==> src/logic/cmrr_pkg.sv <==
// Purpose: constants for the memory-port read-modify-write/refresh sequencer
// Assumes: 100 MHz clock, four equal phases per machine cycle
// Notes: bus bit 0 is the msb-numbered line, mapped to index 0 here
package cmrr_pkg;
  // phase timing
  localparam int unsigned CLK_PERIOD_NS = 10;
  localparam int unsigned PHASE_NS = 120;
  localparam int unsigned PHASE_CYC = (PHASE_NS + CLK_PERIOD_NS - 1)
                                      / CLK_PERIOD_NS;
  localparam logic [3:0] PHASE_CNT_LAST = 4'(PHASE_CYC - 1);
  // phase encoding (phase 1..4 held as 0..3)
  localparam logic [1:0] PH1 = 2'h0;
  localparam logic [1:0] PH2 = 2'h1;
  localparam logic [1:0] PH3 = 2'h2;
  localparam logic [1:0] PH4 = 2'h3;
  // refresh address pattern: bits 0..9 ones
  localparam logic [9:0] REFRESH_FILL = 10'h3ff;
  localparam int unsigned REFRESH_ROW_W = 6;
  // sequencer states
  typedef enum logic [3:0] {
    CMRR_IDLE = 4'h0,
    CMRR_ADDR = 4'h1,
    CMRR_RMW_RD = 4'h2,
    CMRR_RMW_WAIT = 4'h3,
    CMRR_RMW_WR = 4'h4,
    CMRR_RMW_DATA = 4'h5,
    CMRR_RMW_END = 4'h6,
    CMRR_REF_RUN = 4'h7,
    CMRR_REF_END = 4'h8
  } cmrr_state_t;
endpackage : cmrr_pkg

==> src/logic/cmrr_seq.sv <==
// Purpose: memory-port sequencer for read-modify-write and refresh
// Assumes: bus is open-drain with external pull/precharge resolution
`timescale 1ns/100ps
module cmrr_seq (
  // clock and reset
  input wire logic clk_i,
  input wire logic rst_n_i,
  // operation request
  input wire logic req_valid_i,
  input wire logic req_refresh_i,
  input wire logic [14:0] req_addr_i,
  input wire logic [5:0] req_row_i,
  output logic req_ready_o,
  // modify handshake
  output logic rd_valid_o,
  output logic [15:0] rd_data_o,
  input wire logic wr_valid_i,
  input wire logic [15:0] wr_data_i,
  // memory port
  output logic memory_strobe_o,
  output logic read_enable_strobe_o,
  output logic write_enable_strobe_o,
  output logic [15:0] bus_o,
  output logic [15:0] bus_oe_o,
  output logic bus_precharge_o,
  input wire logic [15:0] bus_i,
  // phase indicator
  output logic [1:0] phase_o
);
  cmrr_pkg::cmrr_state_t state_q, state_d;
  logic [3:0] cnt_q, cnt_d;
  logic [1:0] ph_q, ph_d;
  logic [15:0] bus_s1_q, bus_s2_q;
  logic refresh_q, refresh_d;
  logic [15:0] addr_q, addr_d;
  logic [15:0] dat_q, dat_d;
  logic [15:0] rdat_q, rdat_d;
  logic rdv_q, rdv_d;
  logic pg_q, pg_d, re_q, re_d, we_q, we_d;
  logic [15:0] drv_q, drv_d;
  logic oe_q, oe_d;
  logic ph_end;
  logic [1:0] ph_next;

  // phase counter: 12 clocks per phase
  assign ph_end = (cnt_q == cmrr_pkg::PHASE_CNT_LAST);
  assign ph_next = ph_q + 2'h1;

  // pin synchroniser for the bus
  // the word is read only at the end of a 12-clock phase, so the two
  // flops of delay cost nothing and no line is caught mid-transition
  always_ff @(posedge clk_i or negedge rst_n_i) begin
    if (!rst_n_i) begin
      bus_s1_q <= 16'hffff;
      bus_s2_q <= 16'hffff;
    end else begin
      bus_s1_q <= bus_i;
      bus_s2_q <= bus_s1_q;
    end
  end

  // next state; the datum latch acts on any clock, the rest at phase
  // boundaries, where the case decisions name the phase being entered
  always_comb begin
    state_d = state_q;
    cnt_d = ph_end ? 4'h0 : cnt_q + 4'h1;
    ph_d = ph_end ? ph_next : ph_q;
    refresh_d = refresh_q;
    addr_d = addr_q;
    dat_d = dat_q;
    rdat_d = rdat_q;
    rdv_d = 1'b0;
    pg_d = pg_q;
    re_d = re_q;
    we_d = we_q;
    drv_d = drv_q;
    oe_d = oe_q;
    // sample at the last clock of phase 3 after read precharge
    // bus_s2_q lags two clocks, still inside the settled window
    if (ph_end && ph_q == cmrr_pkg::PH3 &&
        state_q == cmrr_pkg::CMRR_RMW_RD) begin
      rdat_d = bus_s2_q;
      rdv_d = 1'b1;
      state_d = cmrr_pkg::CMRR_RMW_WAIT;
    end
    // latch modified datum once offered
    // a late offer simply pushes the write into a later phase 3
    if (state_q == cmrr_pkg::CMRR_RMW_WAIT && wr_valid_i) begin
      dat_d = wr_data_i;
      state_d = cmrr_pkg::CMRR_RMW_WR;
    end
    if (ph_end) begin
      oe_d = 1'b0; // neutral unless driven below
      case (ph_next)
        cmrr_pkg::PH4: begin
          re_d = 1'b0;
          if (we_q && !refresh_q) begin
            we_d = 1'b0;
            drv_d = dat_q;
            oe_d = 1'b1;
            state_d = cmrr_pkg::CMRR_RMW_END;
          end else if (state_q == cmrr_pkg::CMRR_IDLE && req_valid_i) begin
            refresh_d = req_refresh_i;
            // index i carries bus bit i: refresh fill sits in the low
            // ten lines, an address shifts up one so bit 0 stays low
            addr_d = req_refresh_i ?
              {req_row_i, cmrr_pkg::REFRESH_FILL} :
              {req_addr_i, 1'b0};
            drv_d = addr_d;
            oe_d = 1'b1;
            state_d = cmrr_pkg::CMRR_ADDR;
          end
        end
        cmrr_pkg::PH1: begin
          // refresh write enable spans phases 3 and 4, dropping here
          if (we_q && refresh_q)
            we_d = 1'b0;
          if (state_q == cmrr_pkg::CMRR_ADDR) begin
            pg_d = 1'b1;
            state_d = refresh_q ? cmrr_pkg::CMRR_REF_RUN :
                                  cmrr_pkg::CMRR_RMW_RD;
            cnt_d = 4'h0;
          end
        end
        cmrr_pkg::PH2: begin
          if (state_q == cmrr_pkg::CMRR_RMW_RD && pg_q && !re_q)
            re_d = 1'b1;
        end
        default: begin // entering phase 3
          case (state_q)
            cmrr_pkg::CMRR_REF_RUN: begin
              we_d = 1'b1;
              state_d = cmrr_pkg::CMRR_REF_END;
            end
            cmrr_pkg::CMRR_REF_END: begin
              pg_d = 1'b0;
              state_d = cmrr_pkg::CMRR_IDLE;
            end
            cmrr_pkg::CMRR_RMW_WR:
              we_d = 1'b1;
            cmrr_pkg::CMRR_RMW_END: begin
              pg_d = 1'b0;
              state_d = cmrr_pkg::CMRR_IDLE;
            end
            default: ;
          endcase
        end
      endcase
    end
  end

  // register the sequencer
  // every register steps on every edge; decisions live in the comb block
  always_ff @(posedge clk_i or negedge rst_n_i) begin
    if (!rst_n_i) begin
      state_q <= cmrr_pkg::CMRR_IDLE;
      cnt_q <= 4'h0;
      ph_q <= cmrr_pkg::PH1;
      refresh_q <= 1'b0;
      addr_q <= 16'h0000;
      dat_q <= 16'h0000;
      rdat_q <= 16'h0000;
      rdv_q <= 1'b0;
      pg_q <= 1'b0;
      re_q <= 1'b0;
      we_q <= 1'b0;
      drv_q <= 16'h0000;
      oe_q <= 1'b0;
    end else begin
      state_q <= state_d;
      cnt_q <= cnt_d;
      ph_q <= ph_d;
      refresh_q <= refresh_d;
      addr_q <= addr_d;
      dat_q <= dat_d;
      rdat_q <= rdat_d;
      rdv_q <= rdv_d;
      pg_q <= pg_d;
      re_q <= re_d;
      we_q <= we_d;
      drv_q <= drv_d;
      oe_q <= oe_d;
    end
  end

  // open drain: only zero bits are pulled, ones stay undriven
  // precharge is decoded from the phase alone, so it holds while idle;
  // anything outside pulling a line low in phase 2 risks damage
  assign bus_o = 16'h0000;
  assign bus_oe_o = oe_q ? ~drv_q : 16'h0000;
  assign bus_precharge_o = (ph_q == cmrr_pkg::PH2);
  assign memory_strobe_o = pg_q;
  assign read_enable_strobe_o = re_q & ~refresh_q;
  assign write_enable_strobe_o = we_q;
  assign rd_valid_o = rdv_q;
  assign rd_data_o = rdat_q;
  assign req_ready_o = (state_q == cmrr_pkg::CMRR_IDLE);
  assign phase_o = ph_q;
endmodule : cmrr_seq

==> config.mk <==
export PLATFORM = sky130hd
export DESIGN_NAME = cmrr_seq
export DESIGN_NICKNAME = d
export VERILOG_FILES = /design/src/logic/cmrr_pkg.sv /design/src/logic/cmrr_seq.sv
export SDC_FILE = /design/constraint.sdc
export NUM_CORES = 1
export LEC_CHECK = 0
export ABC_AREA = 1
export BUFFER_PORTS_ARGS = -buffer_cell sky130_fd_sc_hd__buf_2
export CAP_MARGIN = 20
export CORE_UTILIZATION = 52
export DETAILED_ROUTE_END_ITERATION = 8
export PLACE_DENSITY = 0.89
export SYNTH_ARGS = -nofsm -noshare
export SYNTH_HDL_FRONTEND = slang
export SYNTH_SLANG_ARGS = --single-unit
==> constraint.sdc <==
create_clock -name clk_i -period 1.8 [get_ports clk_i]
set_input_delay 0.27 -clock clk_i [delete_from_list [all_inputs] [get_ports clk_i]]
set_output_delay 0.27 -clock clk_i [all_outputs]
set_load 0.02 [all_outputs]
After elaboration in Yosys (flattened, before gate mapping)
Cells that the tools add are included.
{"block": "classes", "bitwise_logic": 6, "add_sub_neg": 2, "reduce_logical": 24, "n_eq_ne": 16, "n_mux": 30}
{"cell": "$mux W16", "count": 4}
{"cell": "$mux W4", "count": 10}
{"cell": "$not A16 Y16", "count": 1}
{"cell": "$eq A4 B3 Y1 const B", "count": 3}
{"cell": "$pmux W4 S3", "count": 1}
{"cell": "$mux W1", "count": 10}
{"cell": "$eq A4 B2 Y1 const B", "count": 2}
{"cell": "$eq A4 B4 Y1 const B", "count": 2}
{"cell": "$logic_and A1 B1 Y1", "count": 8}
{"cell": "$ne A2 B2 Y1 const B", "count": 4}
{"cell": "$pmux W4 S2", "count": 1}
{"cell": "$reduce_and A4 Y1", "count": 2}
{"cell": "$reduce_and A3 Y1", "count": 2}
{"cell": "$reduce_bool A2 Y1", "count": 3}
{"cell": "$reduce_or A2 Y1", "count": 3}
{"cell": "$reduce_and A5 Y1", "count": 1}
{"cell": "$add A4 B1 Y4 const B", "count": 1}
{"cell": "$eq A2 B1 Y1 const B", "count": 2}
{"cell": "$eq A2 B2 Y1 const B", "count": 2}
{"cell": "$eq A4 B1 Y1 const B", "count": 1}
{"cell": "$logic_not A4 Y1", "count": 1}
{"cell": "$not A1 Y1", "count": 4}
{"cell": "$pmux W1 S2", "count": 2}
{"cell": "$mux W3", "count": 1}
{"cell": "other kinds (6)", "count": 7}
{"block": "totals", "elab_cells": 92, "in_bits": 58, "out_inout_bits": 56, "register_bits": 96}

Depth between registers and ports, before layout
{"block": "logic_depth", "ltp_word": 9, "ltp_mapped": 9, "ltp_nobuf": 9}

Least setup slack after synthesis
No wires, ideal clock.
{"block": "synth_path", "path_kind": "flip-flop to flip-flop", "from": "register ph_q[0] (netlist: phase_o[0])", "to": "register rdat_q[10] (netlist: rd_data_o[10])", "path_slack_ns": 0.204, "path_buffers": 1, "stages_incl_launch_ff": 9, "arrival_ns": 1.480, "t_required_ns": 1.684, "synth_period_minus_slack_ns": 1.596, "setup_time_ns": 0.116, "cell_sequence": "dfrtp_1 -> inv_1 -> ha_1 -> inv_1 -> nor2_4 -> nand2_4 -> buf_2 -> nand2_1 -> nand2_1"}
{"block": "synth_via", "elab_chain_cells": 3}
{"item": "start, declared", "line_no": "cmrr_seq.sv:32", "rtl": "logic [1:0] ph_q, ph_d;"}
{"item": "start signal, assigned", "line_no": "cmrr_seq.sv:158", "rtl": "ph_q <= cmrr_pkg::PH1;"}
{"item": "start signal, assigned", "line_no": "cmrr_seq.sv:172", "rtl": "ph_q <= ph_d;"}
{"item": "$eq A2 B2 Y1", "line_no": "cmrr_seq.sv:80", "rtl": "if (ph_end && ph_q == cmrr_pkg::PH3 &&"}
{"item": "$logic_and A1 B1 Y1 (2 in series)", "line_no": "cmrr_seq.sv:80"}
{"item": "end signal, assigned", "line_no": "cmrr_seq.sv:176", "rtl": "rdat_q <= rdat_d;"}
{"item": "end, declared", "line_no": "cmrr_seq.sv:37", "rtl": "logic [15:0] rdat_q, rdat_d;"}
Every way passes these cells.
A chain may end at the register's enable or synchronous reset.

Final worst setup path
{"block": "layout_path", "from": "register oe_q", "to": "output port bus_oe_o[4]"}
{"block": "layout_via", "elab_chain_cells": 1}
{"item": "start, declared", "line_no": "cmrr_seq.sv:41", "rtl": "logic oe_q, oe_d;"}
{"item": "start signal, assigned", "line_no": "cmrr_seq.sv:168", "rtl": "oe_q <= 1'b0;"}
{"item": "start signal, assigned", "line_no": "cmrr_seq.sv:182", "rtl": "oe_q <= oe_d;"}
{"item": "$mux W16", "line_no": "cmrr_seq.sv:190", "rtl": "assign bus_oe_o = oe_q ? ~drv_q : 16'h0000;"}
{"item": "end, declared", "line_no": "cmrr_seq.sv:24", "rtl": "output logic [15:0] bus_oe_o,"}
Every way passes these cells.

==> results.json <==
{
  "cts_root_buffer": "clkbuf_8",
  "synth_cell_types": 36,
  "dr.max_layer_used": "met4",
  "fin_ws_ns": 0.101,
  "final_area_um2": 4900,
  "dp.cells": 610,
  "maxSlewViolCount": 0,
  "slowest_delay_ns": 0.38,
  "synth_area_leaders": "dfrtp_1 (40%), dfstp_2 (21%), nand2_1 (15%)",
  "clk_latency_ns": 0.35,
  "vdd_drop_max_v": 0.000524,
  "route.met2.wl_mm": 4.17,
  "hold_violations": 0,
  "fin_setup_tns_ns": 0,
  "wl_per_cell_um": 13.1,
  "path_cells": "clkinvlp_4 -> nor2_1 -> buf_2",
  "fp.dieH_um": 90.1,
  "die-area_um2": 8120,
  "fin_crit_sh_pct": 94.4,
  "hpwlAfterDp_mm": 6.16,
  "ys_ff_latch": 96,
  "drt_pass1_iterations": 4,
  "finalSetupViolations": 0,
  "clk_pin_slew_ns": 0.09,
  "power.density_nw_per_um2": 780,
  "ant_nets": 0,
  "dp_slack_ns": 0.0706,
  "rsz0062_at_grt": "yes",
  "crit_type": "reg -> out",
  "cts_buffers": 9,
  "p_sw_mw": 0.858,
  "start_util_pct": 54.8,
  "p_seq_share_pct": 58.4,
  "cts_max_level": 3,
  "outcome": "completed",
  "min_path_type": "in -> reg",
  "netlist_instances": 420,
  "swShare_pct": 22.5,
  "grt_pass1_vias": 3054,
  "syn_area_per_cell_um2": 9.61,
  "coreArea_um2": 7370,
  "cp_data_arrival_time_ns": 1.43,
  "met3WireLength_um": 450,
  "nets": 599,
  "routed_wirelength_mm": 8.38,
  "finalNonFillerCells": 640,
  "cts.sinks": 96,
  "nFillCells": 593,
  "cpMaxStageDelayCell": "dfrtp_1",
  "grt_max_degree": 53,
  "startpoint_type": "register",
  "rows": 31,
  "p_int_mw": 2.96,
  "finClkSkew_ns": 0.00878,
  "clock.fmax_ghz": 0.589,
  "total_power_mw": 3.82,
  "num_io_pins": 114,
  "synthesis.area_um2": 4040,
  "antenna_found_initial": 0,
  "via_per_inst": 4.94,
  "wl_met1_mm": 3.54,
  "ys_warn_count": 0,
  "drive_gt1_share_pct": 32.3,
  "yosysSeqAreaShare_pct": 60.5,
  "tritoncts": "built",
  "diodes": 0,
  "clockBufferDepth": 2,
  "drcViolationCount": 0,
  "yosys.area.top_type": "dfrtp_1",
  "gp_congestion": 0.897,
  "die_w_um": 90.1,
  "grt_pass1_wl_mm": 14.0,
  "ys_top_cells_by_count": "nand2_1 (157), dfrtp_1 (64), dfstp_2 (32), nor2_1 (29), o21ai_0 (19)",
  "ys.flop_type": "dfrtp_1",
  "ys_async_sr_fraction_pct": 100,
  "crit_path_end_kind": "output pin",
  "synth-edff-count": 0,
  "min_period_ns": 1.70,
  "cellLeakagePower_nw": 2.71,
  "pwr-share-clk_pct": 36.5,
  "grt_use_total_pct": 22.2,
  "cp_max_fo": 17,
  "combPwrFrac_pct": 5.1,
  "drt-initial-drc-count": 125,
  "area_delta_synth_final_pct": 21.4,
  "vias": 3159,
  "place_area_um2": 4550,
  "grt-ovfl-total": 0,
  "required_ns": 1.53,
  "synth.most_common_cell": "nand2_1",
  "port_buffers": 97,
  "maxCapViolCount": 0,
  "synth_top_cell_area_share_pct": 39.7
}
[power by group through the flow]
| stage | clock, mW | sequential (mW) | combinational, mW |
|---|---|---|---|
| 3_3_place_gp | 0 | 2.27 | 0.169 |
| 3_5_place_dp | 0 | 2.27 | 0.173 |
| 4_1_cts | 1.42 | 2.23 | 0.194 |
| 6_report | 1.39 | 2.23 | 0.195 |
| 5_1_grt | 1.52 | 2.23 | 0.219 |
| 2_1_floorplan | 0 | 2.27 | 0.0783 |
[sequential cells by signal, summed over array words and instances, names as in the netlist]
register,flops
state_q,4
phase_o,2
bus_s1_q,16
memory_strobe_o,1
refresh_q,1
rd_data_o,16
drv_q,16
oe_q,1
rd_valid_o,1
cnt_q,4
bus_s2_q,16
dat_q,16
re_q,1
write_enable_strobe_o,1
[logic make-up after synthesis]
kind of cell / share of synthesized area [%]
compound gates: 6.64
buf+inv: 7.19
flops: 60.5
other cells: 0.0929
simple gates: 23.8
xor+xnor: 0.217
fa+ha+maj: 1.55
[per-stage QoR]
stage	util (%)	hold slack, ns
after floorplan	-	-0.0256
after global placement	61.8	0.157
after detailed placement	61.8	0.156
after CTS	66.1	0.00160
after global routing	66.5	0.000878
final	66.5	0.0156
[cell usage in the layout, fill, tap and decap left out, types with 2 or more instances in the layout]
cell,n
nand2_1,157
buf_2,96
dfrtp_1,64
dfstp_2,32
nor2_1,29
o21ai_0,19
nand3_1,16
conb_1,16
dlygate4sd3_1,14
inv_1,12
o22ai_1,9
clkbuf_8,9
a21oi_1,7
o211ai_1,6
inv_2,5
nand2_2,5
buf_4,5
ha_1,4
nand4_1,3
clkinv_1,3
nand2_4,2
inv_4,2
nor2_2,2
o21ai_2,2
clkinv_4,2
inv_6,2
clkbuf_1,2
[final timing paths]
kind,cells past startpoint,slack [ns],endpoint,start
max reg2reg,8,0.14,drv_q[14],phase_o[0]
max,3,0.10,bus_oe_o[4],oe_q
min reg2reg,0,0.35,bus_s2_q[12],bus_s1_q[12]
min,1,0.02,bus_s1_q[6],bus_i[6]
min in group asynchronous,2,0.32,state_q[3],rst_n_i
max in group asynchronous,3,0.82,bus_s2_q[10],rst_n_i
[area by class of cell]
| type | count | area [um2] | area share [%] |
|---|---|---|---|
| clock inverters | 5 | 65.1 | 1.33 |
| repair buffers | 116 | 678 | 13.8 |
| inverters | 23 | 95.1 | 1.94 |
| multi-input cells | 290 | 1360 | 27.8 |
| flip-flops and latches | 96 | 2440 | 49.9 |
| well taps | 99 | 124 | 2.53 |
| clock buffers | 11 | 131 | 2.68 |
[layer usage]
metal	vias up	GRT usage (%)
met5	-	0
met4	0	9.95
met3	21	4.82
met2	128	37.2
met1	1468	27.7
li1	1542	-
[worst max-delay path, delay by kind of cell, from the launching register on]
family        cells  cell delay (ns)
simple gates      1             0.25
flops             1             0.38
buf+inv           2             0.44
[what timing repair did]
item                                    4_1_cts  5_1_grt
hold buffers                                 12        2
resized for setup                             0        3
setup buffers                                 0        0
endpoints found under the setup margin        0       39
hold endpoints to repair                     21        2
(Power assumes the default switching activity.)
